$ cat src/hdl/ocrs_pkg.sv
package ocrs_pkg;

  // core clock and the two low fixed rates, in hertz
  localparam int OCRS_CLK_HZ     = 125_000_000;
  localparam int OCRS_RATE_2K_HZ = 2000;
  localparam int OCRS_RATE_8K_HZ = 8000;
  // full output period of each low rate in core clock cycles
  localparam int OCRS_PERIOD_2K_CYC = OCRS_CLK_HZ / OCRS_RATE_2K_HZ;
  localparam int OCRS_PERIOD_8K_CYC = OCRS_CLK_HZ / OCRS_RATE_8K_HZ;
  localparam int OCRS_LOW_CNT_W     = 16;

  // register indices; the byte address is four times the index
  localparam logic [7:0] OCRS_IDX_SELECT_A = 8'h60;
  localparam logic [7:0] OCRS_IDX_SELECT_B = 8'h61;
  localparam logic [7:0] OCRS_IDX_SELECT_C = 8'h62;
  localparam logic [7:0] OCRS_IDX_STATUS   = 8'h70;

  // reset values of the select registers
  localparam logic [7:0] OCRS_RST_SELECT_A = 8'h01;
  localparam logic [7:0] OCRS_RST_SELECT_B = 8'h86;
  localparam logic [7:0] OCRS_RST_SELECT_C = 8'h8a;

  // field layout: low nibble odd output, high nibble even output
  localparam int OCRS_SEL_W    = 4;
  localparam int OCRS_NUM_OUT  = 6;
  localparam int OCRS_NUM_CODE = 16;
  localparam int OCRS_LO_LSB   = 0;
  localparam int OCRS_HI_LSB   = 4;

  // status register layout
  localparam int OCRS_STAT_PIN_LSB  = 0;
  localparam int OCRS_STAT_BUSY_LSB = 8;

  // rate select codes
  localparam logic [3:0] OCRS_SEL_OFF     = 4'h0;
  localparam logic [3:0] OCRS_SEL_2K      = 4'h1;
  localparam logic [3:0] OCRS_SEL_8K      = 4'h2;
  localparam logic [3:0] OCRS_SEL_SYNTH_B = 4'h3;
  localparam logic [3:0] OCRS_SEL_SYNTH_A = 4'h4;
  localparam logic [3:0] OCRS_SEL_MAIN_48 = 4'h5;
  localparam logic [3:0] OCRS_SEL_MAIN_16 = 4'h6;
  localparam logic [3:0] OCRS_SEL_MAIN_12 = 4'h7;
  localparam logic [3:0] OCRS_SEL_MAIN_8  = 4'h8;
  localparam logic [3:0] OCRS_SEL_MAIN_6  = 4'h9;
  localparam logic [3:0] OCRS_SEL_MAIN_4  = 4'ha;
  localparam logic [3:0] OCRS_SEL_SEC_64  = 4'hb;
  localparam logic [3:0] OCRS_SEL_SEC_48  = 4'hc;
  localparam logic [3:0] OCRS_SEL_SEC_16  = 4'hd;
  localparam logic [3:0] OCRS_SEL_SEC_8   = 4'he;
  localparam logic [3:0] OCRS_SEL_SEC_4   = 4'hf;

  // outputs with their own code variants
  localparam int OCRS_OUT_SEC_HALF  = 4;
  localparam int OCRS_OUT_MAIN_FAST = 6;

  // pll edge divider: every divisor divides the wrap count
  localparam int         OCRS_NUM_DIV  = 8;
  localparam int         OCRS_DIV_CNT_W = 8;
  localparam logic [7:0] OCRS_DIV_WRAP = 8'hbf;
  localparam int         OCRS_DIV_VALUE [OCRS_NUM_DIV] = '{2, 4, 6, 8, 12, 16, 48, 64};
  localparam int OCRS_DIX_2  = 0;
  localparam int OCRS_DIX_4  = 1;
  localparam int OCRS_DIX_6  = 2;
  localparam int OCRS_DIX_8  = 3;
  localparam int OCRS_DIX_12 = 4;
  localparam int OCRS_DIX_16 = 5;
  localparam int OCRS_DIX_48 = 6;
  localparam int OCRS_DIX_64 = 7;

  // external asynchronous inputs passing the synchroniser
  localparam int OCRS_NUM_ASYNC = 4;
  localparam int OCRS_AIN_MAIN  = 0;
  localparam int OCRS_AIN_SEC   = 1;
  localparam int OCRS_AIN_SYN_A = 2;
  localparam int OCRS_AIN_SYN_B = 3;

  // ahb-lite encodings
  localparam logic [1:0] OCRS_HTRANS_NONSEQ = 2'b10;
  localparam logic [2:0] OCRS_HSIZE_WORD    = 3'b010;
  localparam logic       OCRS_HRESP_OKAY    = 1'b0;
  localparam int         OCRS_IDX_LSB       = 2;
  localparam int         OCRS_IDX_MSB       = 9;

  // output switch states
  typedef enum logic [2:0] {
    OCRS_ST_FOLLOW = 3'b001,
    OCRS_ST_DRAIN  = 3'b010,
    OCRS_ST_ARM    = 3'b100
  } ocrs_switch_state_t;

endpackage

$ cat src/hdl/ocrs_pll_divider.sv
`timescale 1ns/1ps
`default_nettype none
module ocrs_pll_divider
  import ocrs_pkg::*;
(
  input  wire logic                    core_clk,
  input  wire logic                    rst_n,
  input  wire logic                    srcRise,
  output logic [OCRS_NUM_DIV-1:0]      divClk
);

  logic [OCRS_DIV_CNT_W-1:0] edgeCnt_q;
  logic [OCRS_DIV_CNT_W-1:0] edgeCnt_d;
  logic [OCRS_NUM_DIV-1:0]   divClk_q;

  // half-period test: high for the first half of each divisor cycle
  function automatic logic divLevel(input logic [OCRS_DIV_CNT_W-1:0] cnt, input int n);
    logic [OCRS_DIV_CNT_W-1:0] nv;
    nv = OCRS_DIV_CNT_W'(n);
    return (cnt % nv) < (nv >> 1);
  endfunction

  // one shared count keeps all divided clocks phase aligned
  always_comb begin
    edgeCnt_d = edgeCnt_q;
    if (srcRise) begin
      edgeCnt_d = (edgeCnt_q == OCRS_DIV_WRAP) ? '0 : edgeCnt_q + 1'b1;
    end
  end

  always_ff @(posedge core_clk or negedge rst_n) begin
    if (!rst_n) begin
      edgeCnt_q <= '0;
    end else begin
      edgeCnt_q <= edgeCnt_d;
    end
  end

  // divided levels, registered so they never glitch
  always_ff @(posedge core_clk or negedge rst_n) begin
    if (!rst_n) begin
      divClk_q <= '0;
    end else begin
      for (int i = 0; i < OCRS_NUM_DIV; i++) begin
        divClk_q[i] <= divLevel(edgeCnt_d, OCRS_DIV_VALUE[i]);
      end
    end
  end

  assign divClk = divClk_q;

endmodule
`default_nettype wire

$ cat src/hdl/ocrs_safe_switch.sv
`timescale 1ns/1ps
`default_nettype none
module ocrs_safe_switch
  import ocrs_pkg::*;
(
  input  wire logic                     core_clk,
  input  wire logic                     rst_n,
  input  wire logic [OCRS_SEL_W-1:0]    rateSel,
  input  wire logic [OCRS_NUM_CODE-1:0] cands,
  output logic                          pinOut,
  output logic                          switching
);

  ocrs_switch_state_t      state_q;
  logic [OCRS_SEL_W-1:0]   activeSel_q;
  logic                    pin_q;

  // a dead old source stuck high keeps the switch draining
  always_ff @(posedge core_clk or negedge rst_n) begin
    if (!rst_n) begin
      state_q     <= OCRS_ST_FOLLOW;
      activeSel_q <= OCRS_SEL_OFF;
    end else begin
      case (state_q)
        OCRS_ST_FOLLOW: begin
          if (rateSel != activeSel_q) begin
            state_q <= OCRS_ST_DRAIN;
          end
        end
        OCRS_ST_DRAIN: begin
          // leave the old source only in its low phase
          if (!cands[activeSel_q]) begin
            state_q <= OCRS_ST_ARM;
          end
        end
        OCRS_ST_ARM: begin
          // join the new source only in its low phase
          if (!cands[rateSel]) begin
            activeSel_q <= rateSel;
            state_q     <= OCRS_ST_FOLLOW;
          end
        end
        default: begin
          state_q <= OCRS_ST_FOLLOW;
        end
      endcase
    end
  end

  // pin is held low while armed; code zero has a constant low candidate
  always_ff @(posedge core_clk or negedge rst_n) begin
    if (!rst_n) begin
      pin_q <= 1'b0;
    end else begin
      pin_q <= (state_q == OCRS_ST_ARM) ? 1'b0 : cands[activeSel_q];
    end
  end

  assign pinOut    = pin_q;
  assign switching = (state_q != OCRS_ST_FOLLOW);

endmodule
`default_nettype wire

$ cat src/hdl/ocrs_output_clock_select.sv
// The AHB-Lite register port was chosen for this implementation.
`timescale 1ns/1ps
`default_nettype none
module ocrs_output_clock_select
  import ocrs_pkg::*;
#(
  parameter int PERIOD_2K_CYC = OCRS_PERIOD_2K_CYC,
  parameter int PERIOD_8K_CYC = OCRS_PERIOD_8K_CYC
) (
  input  wire logic        core_clk,
  input  wire logic        rst_n,
  input  wire logic        hsel,
  input  wire logic [31:0] haddr,
  input  wire logic [1:0]  htrans,
  input  wire logic        hwrite,
  input  wire logic [2:0]  hsize,
  input  wire logic [31:0] hwdata,
  input  wire logic        hready,
  output logic             hreadyout,
  output logic [31:0]      hrdata,
  output logic             hresp,
  input  wire logic        mainPllClk,
  input  wire logic        secPllClk,
  input  wire logic        synthRateA,
  input  wire logic        synthRateB,
  output logic             clockOut1,
  output logic             clockOut2,
  output logic             clockOut3,
  output logic             clockOut4,
  output logic             clockOut5,
  output logic             clockOut6
);

  // ---- register bus state
  logic                   wrPend_q;
  logic [7:0]             wrIdx_q;
  logic                   wrHit;
  logic [31:0]            hrdata_q;
  logic [7:0]             selectA_q;
  logic [7:0]             selectA_d;
  logic [7:0]             selectB_q;
  logic [7:0]             selectB_d;
  logic [7:0]             selectC_q;
  logic [7:0]             selectC_d;
  logic                   addrPhase;
  logic                   idxOk;
  logic [7:0]             reqIdx;

  // ---- synchroniser state
  logic [OCRS_NUM_ASYNC-1:0] syncMeta_q;
  logic [OCRS_NUM_ASYNC-1:0] syncMid_q;
  logic [OCRS_NUM_ASYNC-1:0] syncLate_q;
  logic [OCRS_NUM_ASYNC-1:0] syncLvl_q;
  logic [OCRS_NUM_ASYNC-1:0] syncRise_q;

  // ---- low rate generators
  logic [OCRS_LOW_CNT_W-1:0] cnt2k_q;
  logic [OCRS_LOW_CNT_W-1:0] cnt8k_q;
  logic                      lo2k_q;
  logic                      lo8k_q;

  // ---- dividers and output switches
  logic [OCRS_NUM_DIV-1:0]   mainDiv;
  logic [OCRS_NUM_DIV-1:0]   secDiv;
  logic [OCRS_SEL_W-1:0]     rateSel   [OCRS_NUM_OUT];
  logic [OCRS_NUM_CODE-1:0]  cands     [OCRS_NUM_OUT];
  logic [OCRS_NUM_OUT-1:0]   pinLvl;
  logic [OCRS_NUM_OUT-1:0]   busy;

  // word index of a bus address; upper bits must be zero to hit
  function automatic logic indexValid(input logic [31:0] addr);
    return (addr[31:OCRS_IDX_MSB+1] == '0) && (addr[OCRS_IDX_LSB-1:0] == '0);
  endfunction

  // per-output candidate table, one entry per select code
  function automatic logic [OCRS_NUM_CODE-1:0] buildCands(
    input int                      outNum,
    input logic                    lo2k,
    input logic                    lo8k,
    input logic                    synA,
    input logic                    synB,
    input logic                    mainRaw,
    input logic [OCRS_NUM_DIV-1:0] mDiv,
    input logic [OCRS_NUM_DIV-1:0] sDiv
  );
    logic [OCRS_NUM_CODE-1:0] c;
    c                   = '0;
    c[OCRS_SEL_OFF]     = 1'b0;
    c[OCRS_SEL_2K]      = lo2k;
    c[OCRS_SEL_8K]      = lo8k;
    c[OCRS_SEL_SYNTH_A] = synA;
    c[OCRS_SEL_SYNTH_B] = (outNum == OCRS_OUT_MAIN_FAST) ? mDiv[OCRS_DIX_2] : synB;
    c[OCRS_SEL_MAIN_48] = (outNum == OCRS_OUT_MAIN_FAST) ? mainRaw : mDiv[OCRS_DIX_48];
    c[OCRS_SEL_MAIN_16] = mDiv[OCRS_DIX_16];
    c[OCRS_SEL_MAIN_12] = mDiv[OCRS_DIX_12];
    c[OCRS_SEL_MAIN_8]  = mDiv[OCRS_DIX_8];
    c[OCRS_SEL_MAIN_6]  = mDiv[OCRS_DIX_6];
    c[OCRS_SEL_MAIN_4]  = mDiv[OCRS_DIX_4];
    c[OCRS_SEL_SEC_64]  = (outNum == OCRS_OUT_SEC_HALF) ? sDiv[OCRS_DIX_2] : sDiv[OCRS_DIX_64];
    c[OCRS_SEL_SEC_48]  = sDiv[OCRS_DIX_48];
    c[OCRS_SEL_SEC_16]  = sDiv[OCRS_DIX_16];
    c[OCRS_SEL_SEC_8]   = sDiv[OCRS_DIX_8];
    c[OCRS_SEL_SEC_4]   = sDiv[OCRS_DIX_4];
    return c;
  endfunction

  // ---- ahb-lite slave, zero wait states
  assign addrPhase = hsel && hready && (htrans == OCRS_HTRANS_NONSEQ);
  assign reqIdx    = haddr[OCRS_IDX_MSB:OCRS_IDX_LSB];
  assign idxOk     = indexValid(haddr);
  assign wrHit     = wrPend_q;

  // latch the write address phase; narrower sizes are ignored
  always_ff @(posedge core_clk or negedge rst_n) begin
    if (!rst_n) begin
      wrPend_q <= 1'b0;
      wrIdx_q  <= '0;
    end else begin
      wrPend_q <= addrPhase && hwrite && idxOk && (hsize == OCRS_HSIZE_WORD);
      wrIdx_q  <= reqIdx;
    end
  end

  // next register values; data arrives in the write data phase
  always_comb begin
    selectA_d = selectA_q;
    selectB_d = selectB_q;
    selectC_d = selectC_q;
    if (wrHit) begin
      case (wrIdx_q)
        OCRS_IDX_SELECT_A: selectA_d = hwdata[7:0];
        OCRS_IDX_SELECT_B: selectB_d = hwdata[7:0];
        OCRS_IDX_SELECT_C: selectC_d = hwdata[7:0];
        default: begin
          selectA_d = selectA_q;
        end
      endcase
    end
  end

  // select registers; pll and synth rates are configured outside this block
  always_ff @(posedge core_clk or negedge rst_n) begin
    if (!rst_n) begin
      selectA_q <= OCRS_RST_SELECT_A;
      selectB_q <= OCRS_RST_SELECT_B;
      selectC_q <= OCRS_RST_SELECT_C;
    end else begin
      selectA_q <= selectA_d;
      selectB_q <= selectB_d;
      selectC_q <= selectC_d;
    end
  end

  // read data is taken from next values so a read right after a write sees it
  always_ff @(posedge core_clk or negedge rst_n) begin
    if (!rst_n) begin
      hrdata_q <= '0;
    end else if (addrPhase && !hwrite) begin
      hrdata_q <= '0;
      if (idxOk) begin
        case (reqIdx)
          OCRS_IDX_SELECT_A: hrdata_q[7:0] <= selectA_d;
          OCRS_IDX_SELECT_B: hrdata_q[7:0] <= selectB_d;
          OCRS_IDX_SELECT_C: hrdata_q[7:0] <= selectC_d;
          OCRS_IDX_STATUS: begin
            hrdata_q[OCRS_STAT_PIN_LSB +: OCRS_NUM_OUT]  <= pinLvl;
            hrdata_q[OCRS_STAT_BUSY_LSB +: OCRS_NUM_OUT] <= busy;
          end
          default: hrdata_q <= '0;
        endcase
      end
    end
  end

  assign hreadyout = 1'b1;
  assign hresp     = OCRS_HRESP_OKAY;
  assign hrdata    = hrdata_q;

  // ---- field extraction, two outputs per register
  assign rateSel[0] = selectA_q[OCRS_LO_LSB +: OCRS_SEL_W];
  assign rateSel[1] = selectA_q[OCRS_HI_LSB +: OCRS_SEL_W];
  assign rateSel[2] = selectB_q[OCRS_LO_LSB +: OCRS_SEL_W];
  assign rateSel[3] = selectB_q[OCRS_HI_LSB +: OCRS_SEL_W];
  assign rateSel[4] = selectC_q[OCRS_LO_LSB +: OCRS_SEL_W];
  assign rateSel[5] = selectC_q[OCRS_HI_LSB +: OCRS_SEL_W];

  // ---- three-stage synchroniser; first stage feeds only the second
  always_ff @(posedge core_clk or negedge rst_n) begin
    if (!rst_n) begin
      syncMeta_q <= '0;
      syncMid_q  <= '0;
      syncLate_q <= '0;
    end else begin
      syncMeta_q <= {synthRateB, synthRateA, secPllClk, mainPllClk};
      syncMid_q  <= syncMeta_q;
      syncLate_q <= syncMid_q;
    end
  end

  // a change counts only when stages two and three agree
  always_ff @(posedge core_clk or negedge rst_n) begin
    if (!rst_n) begin
      syncLvl_q  <= '0;
      syncRise_q <= '0;
    end else begin
      for (int i = 0; i < OCRS_NUM_ASYNC; i++) begin
        syncRise_q[i] <= (syncMid_q[i] == syncLate_q[i]) && syncLate_q[i] && !syncLvl_q[i];
        if (syncMid_q[i] == syncLate_q[i]) begin
          syncLvl_q[i] <= syncLate_q[i];
        end
      end
    end
  end

  // ---- 2 khz and 8 khz from the core clock, high for the first half
  always_ff @(posedge core_clk or negedge rst_n) begin
    if (!rst_n) begin
      cnt2k_q <= '0;
      lo2k_q  <= 1'b0;
    end else begin
      cnt2k_q <= (cnt2k_q == OCRS_LOW_CNT_W'(PERIOD_2K_CYC - 1)) ? '0 : cnt2k_q + 1'b1;
      lo2k_q  <= cnt2k_q < OCRS_LOW_CNT_W'(PERIOD_2K_CYC / 2);
    end
  end

  always_ff @(posedge core_clk or negedge rst_n) begin
    if (!rst_n) begin
      cnt8k_q <= '0;
      lo8k_q  <= 1'b0;
    end else begin
      cnt8k_q <= (cnt8k_q == OCRS_LOW_CNT_W'(PERIOD_8K_CYC - 1)) ? '0 : cnt8k_q + 1'b1;
      lo8k_q  <= cnt8k_q < OCRS_LOW_CNT_W'(PERIOD_8K_CYC / 2);
    end
  end

  // ---- pll dividers; pll must run below a quarter of the core clock
  ocrs_pll_divider u_main_div (
    .core_clk (core_clk),
    .rst_n    (rst_n),
    .srcRise  (syncRise_q[OCRS_AIN_MAIN]),
    .divClk   (mainDiv)
  );

  ocrs_pll_divider u_sec_div (
    .core_clk (core_clk),
    .rst_n    (rst_n),
    .srcRise  (syncRise_q[OCRS_AIN_SEC]),
    .divClk   (secDiv)
  );

  // ---- one glitch-free switch per output pin
  for (genvar g = 0; g < OCRS_NUM_OUT; g++) begin : g_out
    assign cands[g] = buildCands(g + 1, lo2k_q, lo8k_q,
                                 syncLvl_q[OCRS_AIN_SYN_A], syncLvl_q[OCRS_AIN_SYN_B],
                                 syncLvl_q[OCRS_AIN_MAIN], mainDiv, secDiv);

    ocrs_safe_switch u_switch (
      .core_clk  (core_clk),
      .rst_n     (rst_n),
      .rateSel   (rateSel[g]),
      .cands     (cands[g]),
      .pinOut    (pinLvl[g]),
      .switching (busy[g])
    );
  end

  assign clockOut1 = pinLvl[0];
  assign clockOut2 = pinLvl[1];
  assign clockOut3 = pinLvl[2];
  assign clockOut4 = pinLvl[3];
  assign clockOut5 = pinLvl[4];
  assign clockOut6 = pinLvl[5];

endmodule
`default_nettype wire

$ cat config.mk
export PLATFORM = sky130hd
export DESIGN_NAME = ocrs_output_clock_select
export DESIGN_NICKNAME = d
export VERILOG_FILES = /design/src/hdl/ocrs_pkg.sv /design/src/hdl/ocrs_pll_divider.sv /design/src/hdl/ocrs_safe_switch.sv /design/src/hdl/ocrs_output_clock_select.sv
export SDC_FILE = /design/constraint.sdc
export NUM_CORES = 1
export LEC_CHECK = 0
export BUFFER_PORTS_ARGS = -buffer_cell sky130_fd_sc_hd__clkbuf_2
export CAP_MARGIN = 20
export CELL_PAD_IN_SITES_DETAIL_PLACEMENT = 0
export CELL_PAD_IN_SITES_GLOBAL_PLACEMENT = 2
export CORE_MARGIN = 2
export CORE_UTILIZATION = 42
export DETAILED_ROUTE_END_ITERATION = 6
export PLACE_DENSITY = 0.95
export SLEW_MARGIN = 20
export SYNTH_ARGS = -nofsm -noshare
export SYNTH_HDL_FRONTEND = slang
export SYNTH_SLANG_ARGS = --single-unit
$ cat constraint.sdc
create_clock -name core_clk -period 6.4 [get_ports core_clk]
set_input_delay 1.6 -clock core_clk [delete_from_list [all_inputs] [get_ports core_clk]]
set_output_delay 1.6 -clock core_clk [all_outputs]
set_load 0.05 [all_outputs]
; ---- Word level (Yosys, flattened, before mapping)
; Cells that the tools add are included.
[classes]
addsub = 4
div_mod_pow = 6
n_lt_le_gt_ge = 29
eq_ne = 65
n_mux = 70
bitwise_logic = 6
reduce_logical = 28
[ops]
columns = operator, n
row1 = 8-bit 2-to-1 mux, 10
row2 = "4-bit by 5-bit less-than comparator with 1-bit output, second input constant", 12
row3 = "8-bit by 7-bit == test with 1-bit output, second input constant", 7
row4 = 3-bit 2-to-1 mux, 18
row5 = 3-bit case mux with 3 select lines, 6
row6 = 1-bit binary-select mux with 4-bit select, 12
row7 = "16-bit by 1-bit adder with 16-bit output, second input constant", 2
row8 = 16-bit 2-to-1 mux, 2
row9 = "2-bit != test, second input constant", 12
row10 = 4-bit != test, 6
row11 = 6-bit case mux with 4 select lines, 1
row12 = 22-bit zero test, 1
row13 = "3-bit by 2-bit == test with 1-bit output, second input constant", 7
row14 = "3-bit by 1-bit == test with 1-bit output, second input constant", 6
row15 = "3-bit == test, second input constant", 6
row16 = 1-bit 2-to-1 mux, 18
row17 = "3-bit by 1-bit != test with 1-bit output, second input constant", 6
row18 = 3-bit AND reduction, 6
row19 = "8-bit by 1-bit adder with 8-bit output, second input constant", 2
row20 = "16-bit by 14-bit == test with 1-bit output, second input constant", 1
row21 = "16-bit == test, second input constant", 1
row22 = "8-bit == test, second input constant", 2
row23 = "16-bit by 13-bit less-than comparator with 1-bit output, second input constant", 1
row24 = "16-bit by 15-bit less-than comparator with 1-bit output, second input constant", 1
row25 = 22 further kinds, 62
[totals]
regBits = 196

; ---- Logic depth before layout (Yosys ltp)
; Gate-level depths: netlist of run 1.
[logic_depth]
ltp_word = 5
mapped_depth = 17
mapped_depth_nobuf = 15

; ---- By module
; A second synthesis of run 1 with hierarchy kept.
[hier_totals]
hier_cells = 913
area_unflattened_um2 = 10600.2
[modules_own_cells]
columns = module, instances, cells_per_inst, area_each_um2, seq_area_each_um2
row1 = ocrs_output_clock_select, 1, 361, 4374.2, 2486.1
row2 = ocrs_safe_switch, 6, 51, 670.6, 201.4
row3 = ocrs_pll_divider at u_main_div, 1, 137, 1166.1, 400.4
row4 = ocrs_pll_divider at u_sec_div, 1, 109, 1036.0, 400.4

; ---- Least setup slack after synthesis of run 1
; OpenSTA, ideal clock, no wires.
[synth_timing]
kind = reg2reg
startpoint = reg u_main_div.edgeCnt_q[0]
endpoint = reg u_main_div.divClk_q[2], in the netlist u_main_div.divClk[2]
setup_time_ns = 0.094
t_arrival_ns = 3.158
path_slack_ns = 3.148
stages_incl_launch_ff = 17
path_buffers = 2
synth_period_minus_slack_ns = 3.252
cell_sequence = dfrtp_1 ha_1 buf_2 and4_1 buf_6 a311o_1 o31ai_2 nor3_1 o32a_1 nor2_2 o211ai_1 o21ai_0 ha_1 nand3b_1 a21oi_1 o31ai_1 a211oi_1
[synth_via]
elab_chain_len = 5
[synth_rtl]
columns = element, line
row1 = start: declaration, ocrs_pll_divider.sv:12  ; logic [OCRS_DIV_CNT_W-1:0] edgeCnt_q;
row2 = start signal: assignment, ocrs_pll_divider.sv:35  ; edgeCnt_q <= edgeCnt_d;
row3 = 8-bit by 1-bit adder with 8-bit output or 8-bit == test (tied branches), ocrs_pll_divider.sv:27  ; edgeCnt_d = (edgeCnt_q == OCRS_DIV_WRAP) ? '0 : edgeCnt_q + 1'b1;
row4 = 8-bit 2-to-1 mux, ocrs_pll_divider.sv:27
row5 = 8-bit 2-to-1 mux (*), ocrs_pll_divider.sv:26  ; if (srcRise) begin
row6 = 8-bit by 3-bit remainder unit with 8-bit output (*), ocrs_pll_divider.sv:20  ; return (cnt % nv) < (nv >> 1);
row7 = 8-bit by 2-bit less-than comparator with 1-bit output (*), ocrs_pll_divider.sv:20
row8 = end signal: indexed assignment, ocrs_pll_divider.sv:45  ; divClk_q[i] <= divLevel(edgeCnt_d, OCRS_DIV_VALUE[i]);
row9 = end: declaration, ocrs_pll_divider.sv:14  ; logic [OCRS_NUM_DIV-1:0] divClk_q;
; Mark *: on every way between the ends. The rest lies on a longest branch, timed or not.
; A chain may end at the register's enable or synchronous reset.

; ---- Worst setup path after layout of run 1
[layout_timing]
startpoint = reg u_main_div.edgeCnt_q[1]
endpoint = reg u_main_div.divClk_q[2], in the netlist u_main_div.divClk[2]
[layout_via]
elab_chain_len = 5
[layout_rtl]
columns = element, line
row1 = 8-bit by 1-bit adder with 8-bit output or 8-bit == test (tied branches), ocrs_pll_divider.sv:27
row2 = 8-bit 2-to-1 mux (*), ocrs_pll_divider.sv:27
row3 = 8-bit 2-to-1 mux (*), ocrs_pll_divider.sv:26
row4 = net u_main_div.edgeCnt_d[5], ocrs_pll_divider.sv:13  ; logic [OCRS_DIV_CNT_W-1:0] edgeCnt_d;
row5 = 8-bit by 3-bit remainder unit with 8-bit output (*), ocrs_pll_divider.sv:20
row6 = 8-bit by 2-bit less-than comparator with 1-bit output (*), ocrs_pll_divider.sv:20
; Mark *: on every way through the listed nets, which the timed path passes. The rest lies on a longest branch.

==> results.yml, run 1 <==
grt:
  overflow: 0
  grt_util_met3_pct: 4.33
  grtUsageMet2_pct: 29.1
  antenna_found_initial: 0
  grt_util_met1_pct: 23.1
  grt_max_degree: 98
  grtUsageTotal_pct: 17.7
  grt_most_used_layer: "met2"
  grt_pass1_vias: 6732
  grt_pass1_wl_um: 34700
final_layout:
  diodes: 0
  syn2layout_area_growth_pct: 11.3
  layout.nets: 1020
  drive_gt1_share_pct: 27.0
clocking:
  post-cts-setup-buffers: 0
  cts_root_buf: "clkbuf_16"
  htreeDepth: 4
  clockBufferDepth: 2
  cts_num_sinks: 176
  cts_tree: "done"
  cts-buffers-inserted: 17
  hold_buffers: 0
  clock_latency_ns: 0.43
  post_cts_resized: 0
  clk_pin_slew_ns: 0.07
die:
  die_area_um2: 24900
  core_um2: 23300
  ios: 118
  row_count: 56
  die_height_um: 158
  die-width_um: 158
  start_util_pct: 42.6
sta:
  finalClockSkew_ns: 0.0113
  fmax_ghz: 0.277
  relSlewSlack_pct: 29.5
  rsz0062_at_grt: "no"
  slew_violations: 0
  worst_slack_ns: 2.79
  worstMarginPinSlew_ns: 1.05
  hold_violations: 0
  finalCriticalPeriod_ns: 3.61
  timing.final.crit_share_pct: 56.4
  setup_viol: 0
  setup_tns_ns: 0
detailed_routing:
  dr.pass1.iters: 5
  wl_um: 21100
  vias: 6905
  drt-initial-drc-count: 355
  drtAntennaViolNets: 0
  routed_via_density: 5.45
  post_drt_wl_per_cell_um: 16.6
  route.detailed.drc: 0
synthesis:
  synth_top_area_share_pct: 41.1
  ys_warn_count: 0
  synth_ff_type: "dfrtp_1"
  ys_seq_elements: 176
  synth_edf_count: 0
  synth_top_cell_by_area: "dfrtp_1"
  synth_area_um2: 9930
  syn_inst: 897
  ys_seq_area_share_pct: 44.5
  yosysUniqueCellTypes: 76
  synthArstFlopShare_pct: 100
  avgSynthCellArea_um2: 11.1
  synth_area_leaders: "dfrtp_1 41%, mux4_2 10%, mux2_2 7.5%"
status:
  status: "finished clean"
setup_path:
  cp.arrival_ns: 3.94
  critical_path_class: "flop to flop"
  cp.buffers_inverters: 1
  crit_required_ns: 6.73
  crit_family: "compound AO/OA/AOI/OAI gates"
  crit_path_start_kind: "flop"
  worstSetupEndpointType: "flop"
  worstPathCellList: "ha_1, nand2_1, o31a_1, o22ai_1, inv_2, or3_1, a21oi_1, nor2_2, o211ai_1, o21ai_0, ha_1, nand3b_1, a21oi_1, o31ai_1, a211oi_1"
  path_max_fanout: 10
  slowest_delay_ns: 0.43
  slowest_stage: "dfrtp_1"
hold_path:
  hp-class: "flop to flop"
flow_run:
  maxCapViolations: 0
place:
  gp_congestion: 0.773
  hpwl_um: 14900
  dp_slack_ns: 2.81
  place.port_buffers: 73
power:
  p_leak_nw: 4.59
  p_per_area_nw_per_um2: 332
  ir_drop_v: 0.000176
[area by class of cell]
class	instances	area, µm²
flip-flops and latches	176	4420
fillers	2139	12300
repair buffers	75	387
clock buffers	18	439
clock inverters	14	201
multi-input cells	638	5110
well taps	319	399
inverters	26	97.6
[metal layers]
metal / up-vias / routed length, µm
li1: 3262 / -
met1: 3409 / 9550
met3: 23 / 1350
met2: 211 / 9810
met5: - / 0
met4: 0 / 361
[stage by stage]
step | utilization [%] | hold WS, ns | total power, mW | cells | cell area (µm²)
finish | 47.4 | 0.350 | 3.67 | 1266 | 11100
floorplan | - | 0.331 | 2.32 | 915 | 10000
global route | 47.4 | 0.359 | 3.87 | 1266 | 11100
CTS | 47.4 | 0.352 | 3.69 | 1266 | 11000
global placement | 44.6 | 0.332 | 2.52 | 1234 | 10400
detailed placement | 44.6 | 0.336 | 2.55 | 1234 | 10400
[synthesized netlist by cell type, types with 4 or more instances]
cell / number
dfrtp_1: 163
nand2_1: 78
mux2_2: 66
nor2_1: 50
clkbuf_1: 45
mux4_2: 45
o21ai_0: 40
xnor2_1: 36
nand3_1: 35
a21oi_1: 34
xor2_1: 32
inv_1: 23
buf_4: 22
nor3_1: 16
dfstp_2: 13
nand3b_1: 13
nor4_1: 13
mux2i_1: 12
and3_1: 11
and2_1: 9
nor2b_1: 9
nor3b_1: 9
ha_1: 8
nand4_1: 8
a22o_1: 7
o22ai_1: 7
buf_2: 6
nand2b_1: 6
a221oi_1: 5
or3_1: 5
a21o_1: 4
nand4b_1: 4
o211ai_1: 4
or2_2: 4
[cell families after synthesis]
| logic type | count (synthesis) | share of synthesized area [%] |
|---|---|---|
| buffers and inverters | 101 | 4.80 |
| multiplexers | 124 | 19.0 |
| adder cells (fa/ha/maj) | 10 | 1.21 |
| XOR/XNOR | 69 | 6.27 |
| flip-flops | 176 | 44.5 |
| AO/OA/AOI/OAI | 128 | 8.46 |
| AND/OR/NAND/NOR | 287 | 15.7 |
| other | 2 | 0.0756 |
[cell usage in the layout (no fill, tap or decap), drive strengths merged, types with 20 or more instances in the layout]
master / instances
dfrtp: 163
nor2: 51
conb: 20
inv: 30
nand2: 78
xnor2: 37
mux4: 45
xor2: 32
mux2: 66
o21ai: 40
a21oi: 34
clkbuf: 90
nand3: 35
[final timing paths]
kind	start	end	slack [ns]	depth (start not counted)
worst min register to register	syncMeta_q[2]	syncMid_q[2]	0.35	0
worst max-delay path	u_main_div.edgeCnt_q[1]	u_main_div.divClk[2]	2.79	15
worst max register to register	u_main_div.edgeCnt_q[1]	u_main_div.divClk[2]	2.79	15
worst min-delay path	syncMeta_q[2]	syncMid_q[2]	0.35	0
max in group asynchronous	rst_n	lo2k_q	3.95	2
min in group asynchronous	rst_n	wrIdx_q[2]	1.27	1
[state kept, by name, indices dropped and copies added, names as in the netlist, 14 cells and up]
register	count
g_out.u_switch.activeSel_q	24
hrdata	14
cnt8k_q	16
g_out.u_switch.state_q	18
cnt2k_q	16
[where the power goes]
group / internal [mW] / switching (mW)
sequential: 1.29 / 0.330
combinational: 0.497 / 0.414
clock: 0.672 / 0.460
Power figures use the tool's default switching activity.
==> run 2, diff against run 1 <==
--- a/config.mk
+++ b/config.mk
@@ -10,9 +10,9 @@
 export CELL_PAD_IN_SITES_DETAIL_PLACEMENT = 0
 export CELL_PAD_IN_SITES_GLOBAL_PLACEMENT = 2
 export CORE_MARGIN = 2
-export CORE_UTILIZATION = 42
+export CORE_UTILIZATION = 35
 export DETAILED_ROUTE_END_ITERATION = 6
-export PLACE_DENSITY = 0.95
+export PLACE_DENSITY = 0.87
 export SLEW_MARGIN = 20
 export SYNTH_ARGS = -nofsm -noshare
 export SYNTH_HDL_FRONTEND = slang
==> constraint.sdc (replaced) <==
create_clock -name core_clk -period 3 [get_ports core_clk]
set_input_delay 0.75 -clock core_clk [delete_from_list [all_inputs] [get_ports core_clk]]
set_output_delay 0.75 -clock core_clk [all_outputs]
set_load 0.05 [all_outputs]
==> results.yml, run 2 (synthesis results as in run 1) <==
clocking:
  hold_buffers: 0
  cts_num_sinks: 176
  clk_pin_slew_ns: 0.07
  cts_root_buf: "clkbuf_16"
  clock_latency_ns: 0.43
  htreeDepth: 4
  cts-buffers-inserted: 17
  cts_tree: "done"
  clockBufferDepth: 2
sta:
  relSlewSlack_pct: 59.3
  finalClockSkew_ns: 0.0135
  rsz0062_at_grt: "yes"
  timing.final.crit_share_pct: 99.8
  slew_violations: 0
  hold_violations: 0
  setup_viol: 0
  setup_tns_ns: 0
  fin_hold_ws_ns: 0.254
  finalCriticalPeriod_ns: 3.00
  worst_slack_ns: 0.00495
  worstMarginPinSlew_ns: 0.611
  fmax_ghz: 0.334
grt:
  grt_max_degree: 72
  grt_pass1_vias: 6896
  overflow: 0
  antenna_found_initial: 0
  grt_pass1_wl_um: 36300
  grtUsageTotal_pct: 15.6
final_layout:
  largest_register: "g_out.u_switch.activeSel_q"
  diodes: 0
  reg_top3: "g_out.u_switch.activeSel_q x24, g_out.u_switch.state_q x18"
  layout_commonest_cell: "dfrtp_1"
  regArea_um2: 4430
  fill_cells: 2676
  fin_area_um2: 11500
  layout.nets: 1070
  final_cell_mix: "159 x dfrtp_1, 78 x nand2_1, 72 x clkbuf_2"
  multiInputGateArea_um2: 5190
  drive_gt1_share_pct: 31.8
  syn2layout_area_growth_pct: 16.0
  largest_reg_flops: 24
detailed_routing:
  route.detailed.drc: 0
  wl_um: 22100
  post_drt_wl_per_cell_um: 16.1
  dr.pass1.iters: 5
  vias: 7027
  drtAntennaViolNets: 0
  drt-initial-drc-count: 429
  routed_via_density: 5.11
place:
  gp_congestion: 0.839
  dp_slack_ns: -0.130
  place.port_buffers: 73
  dpl_cell_area_um2: 10900
  hpwl_um: 15800
hold_path:
  hp-class: "input port to asynchronous set/reset pin"
flow_run:
  maxCapViolations: 0
setup_path:
  r2r_slack_ns: 0.005
  crit_required_ns: 3.34
  critical_path_class: "flop to flop"
  path_max_fanout: 6
  crit_path_start_kind: "flop"
  cp.arrival_ns: 3.33
  worstSetupEndpointType: "flop"
die:
  ios: 118
  die_height_um: 172
  row_count: 61
  core_um2: 27900
  start_util_pct: 35.7
  die_area_um2: 29700
  die-width_um: 172
power:
  p_leak_nw: 4.84
  ir_drop_v: 0.000277
  p_per_area_nw_per_um2: 664
status:
  status: "finished clean"
-- run 2: per-stage QoR --
step | util, % | power (mW) | cells
floorplan | - | 4.96 | 915
global placement | 39.0 | 5.54 | 1340
detailed placement | 39.0 | 5.57 | 1340
CTS | 41.2 | 7.68 | 1374
global route | 41.4 | 8.11 | 1375
finish | 41.4 | 7.65 | 1375
-- run 2: layout make-up --
| type | instances | share of cell area (%) |
|---|---|---|
| clock inverters | 13 | 0.923 |
| clock buffers | 19 | 3.76 |
| repair buffers | 125 | 6.94 |
| multi-input cells | 638 | 45.0 |
| well taps | 378 | 4.11 |
| inverters | 26 | 0.847 |
| flip-flops and latches | 176 | 38.4 |
-- run 2: critical path, stage by stage, from the launching register on --
cell and delay, ns:
dfrtp_1 0.39, ha_4 0.19, nand2_1 0.09, o31a_1 0.26, o22ai_2 0.18, inv_2 0.09
or3_1 0.39, a21oi_2 0.19, nor2_2 0.07, o211ai_1 0.09, o21ai_1 0.10, ha_1 0.31
nand3b_1 0.19, a21oi_2 0.12, o31ai_1 0.07, a211oi_1 0.19
-- run 2: path summary, 6_finish.rpt --
path,start,endpoint,cells past startpoint
worst max-delay path,u_main_div.edgeCnt_q[0],u_main_div.divClk[2],15
worst min register to register,syncMeta_q[3],syncMid_q[3],0
max in group asynchronous,rst_n,g_out[1].u_switch.state_q[0],2
worst min-delay path,rst_n,hrdata[13],1
min in group core_clk,syncMeta_q[3],syncMid_q[3],0
worst max register to register,u_main_div.edgeCnt_q[0],u_main_div.divClk[2],15
-- run 2: report_power, final --
| group | total (mW) | internal, mW | switching [mW] |
|---|---|---|---|
| sequential | 3.44 | 2.77 | 0.678 |
| clock | 2.06 | 1.07 | 0.986 |
| combinational | 2.14 | 1.18 | 0.963 |
-- run 2: repair_timing --
| item | CTS | global route |
|---|---|---|
| gates resized for setup | 12 | 6 |
| buffers inserted | 2 | 1 |
| endpoints found under the setup margin | 1 | 1 |
| pin swaps | 4 | 5 |
-- run 2: metal layers --
metal	vias to the layer above	track usage [%]	part of all wire (%)
met5	-	0	0
met4	0	3.95	0.75
met3	15	2.54	5.4
met2	195	24.7	46
met1	3445	22.2	48
li1	3372	-	-
==> run 3, diff against run 2 <==
--- a/config.mk
+++ b/config.mk
@@ -9,10 +9,10 @@
 export CAP_MARGIN = 20
 export CELL_PAD_IN_SITES_DETAIL_PLACEMENT = 0
 export CELL_PAD_IN_SITES_GLOBAL_PLACEMENT = 2
-export CORE_MARGIN = 2
-export CORE_UTILIZATION = 35
+export CORE_UTILIZATION = 36
+export CTS_BUF_LIST = sky130_fd_sc_hd__clkbuf_8
 export DETAILED_ROUTE_END_ITERATION = 6
-export PLACE_DENSITY = 0.87
+export PLACE_DENSITY = 0.89
 export SLEW_MARGIN = 20
 export SYNTH_ARGS = -nofsm -noshare
 export SYNTH_HDL_FRONTEND = slang
==> results.yml, run 3 (synthesis results as in run 1) <==
detailed_routing:
  vias: 7163
  dr.pass1.iters: 5
  routed_via_density: 5.32
  route.detailed.drc: 0
  drtAntennaViolNets: 0
  post_drt_wl_per_cell_um: 16.7
  drt-initial-drc-count: 436
  wl_um: 22400
final_layout:
  final_cell_mix: "161 x dfrtp_1, 78 x nand2_1, 72 x clkbuf_2"
  fill_cells: 2570
  layout_commonest_cell: "dfrtp_1"
  largest_register: "g_out.u_switch.activeSel_q"
  largest_reg_flops: 24
  fin_cells: 1346
  layout.nets: 1078
  diodes: 0
  syn2layout_area_growth_pct: 15.0
  drive_gt1_share_pct: 32.5
  final_core_util_pct: 42.3
  reg_top3: "g_out.u_switch.activeSel_q x24, g_out.u_switch.state_q x18"
  fin_area_um2: 11400
setup_path:
  r2r_end: "u_main_div.divClk[2]"
  crit_path_start_kind: "flop"
  regToRegStartpoint: "u_main_div.edgeCnt_q[2]"
  path_max_fanout: 5
  crit_required_ns: 3.39
  critical_path_class: "flop to flop"
  r2r_slack_ns: -0.06
  reg2reg_depth: 13
  worstSetupEndpointType: "flop"
  cp.arrival_ns: 3.45
hold_path:
  hp-class: "input port to asynchronous set/reset pin"
die:
  row_count: 60
  die_height_um: 168
  start_util_pct: 36.8
  core_um2: 27000
  ios: 118
  die-width_um: 168
  die_area_um2: 28300
grt:
  grtUsageTotal_pct: 16.6
  overflow: 0
  grt_util_met1_pct: 22.4
  grtUsageMet2_pct: 27.1
  grt_pass1_wl_um: 37200
  grt_util_met3_pct: 3.53
  grt_most_used_layer: "met2"
  grt_pass1_vias: 7157
  antenna_found_initial: 0
  grt_max_degree: 71
clocking:
  clockBufferDepth: 2
  clock_latency_ns: 0.48
  hold_buffers: 0
  clk_pin_slew_ns: 0.09
  cts_tree: "done"
  cts_root_buf: "clkbuf_8"
  cts_num_sinks: 176
  cts-buffers-inserted: 17
  htreeDepth: 4
status:
  status: "finished, violations left"
  failed_checks: "setup timing"
sta:
  timing.final.crit_share_pct: 102
  rsz0062_at_grt: "yes"
  hold_violations: 0
  setup_tns_ns: -0.0585
  worstMarginPinSlew_ns: 0.670
  fin_hold_ws_ns: 0.287
  relSlewSlack_pct: 55.4
  setup_viol: 1
  worst_slack_ns: -0.0585
  slew_violations: 0
  finalCriticalPeriod_ns: 3.06
  fmax_ghz: 0.327
  finalClockSkew_ns: 0.0147
power:
  p_per_area_nw_per_um2: 644
  ir_drop_v: 0.000226
  p_leak_nw: 4.83
place:
  gp_congestion: 0.826
  place.port_buffers: 73
  dp_cells: 1310
  dpl_cell_area_um2: 10900
  hpwl_um: 16000
flow_run:
  maxCapViolations: 0
run 3: metrics by stage:
stage | power [mW] | setup slack [ns]
finish | 7.36 | -0.0585
detailed placement | 5.61 | -0.123
global placement | 5.55 | -0.0924
global route | 7.79 | -0.243
floorplan | 4.96 | -0.0429
CTS | 7.37 | -0.0312
run 3: power breakdown:
group	internal (mW)	switching, mW
Combinational	1.20	0.991
Sequential	2.76	0.686
Clock	0.796	0.918
Total	4.76	2.60
run 3: final cells by class:
class | instances | area [µm²] | area share [%]
repair buffers | 133 | 851 | 7.45
inverters | 26 | 97.6 | 0.854
flip-flops and latches | 176 | 4420 | 38.7
multi-input cells | 638 | 5220 | 45.7
clock buffers | 19 | 262 | 2.29
clock inverters | 13 | 148 | 1.29
well taps | 341 | 427 | 3.73
run 3: worst max path at each step:
| stage | startpoint | endpoint | slack (ns) | cells after the start |
|---|---|---|---|---|
| final | u_main_div.edgeCnt_q[2] | u_main_div.divClk[2] | -0.06 | 13 |
| after global routing | u_main_div.edgeCnt_q[2] | u_main_div.divClk[2] | -0.24 | 13 |
| after CTS | u_main_div.edgeCnt_q[2] | u_main_div.divClk[2] | -0.03 | 13 |
| after detailed placement | u_main_div.edgeCnt_q[1] | u_main_div.divClk[2] | -0.12 | 14 |
| after global placement | u_main_div.edgeCnt_q[1] | u_main_div.divClk[2] | -0.09 | 15 |
| after floorplan | u_main_div.edgeCnt_q[0] | u_main_div.divClk[2] | -0.04 | 16 |
run 3: timing repair:
action / 4_1_cts / 5_1_grt
endpoints found under the setup margin: 1 / 1
gates resized for setup: 17 / 6
pin swaps: 6 / 3
buffers inserted: 1 / 3
run 3: critical path, stage by stage (launching register included):
cell	delay [ns]
dfrtp_2	0.42
nand4_4	0.16
o311a_1	0.39
a311o_1	0.42
buf_4	0.17
a32oi_2	0.17
and3_4	0.22
o211ai_1	0.08
o21ai_1	0.10
ha_1	0.25
nand3b_1	0.19
a21oi_2	0.12
o31ai_1	0.07
a211oi_1	0.21
run 3: per-layer routing:
| layer | vias to the layer above | part of all wire, % |
|---|---|---|
| met5 | - | 0 |
| met4 | 0 | 1.1 |
| met3 | 23 | 4.9 |
| met2 | 216 | 48 |
| met1 | 3534 | 46 |
| li1 | 3390 | - |
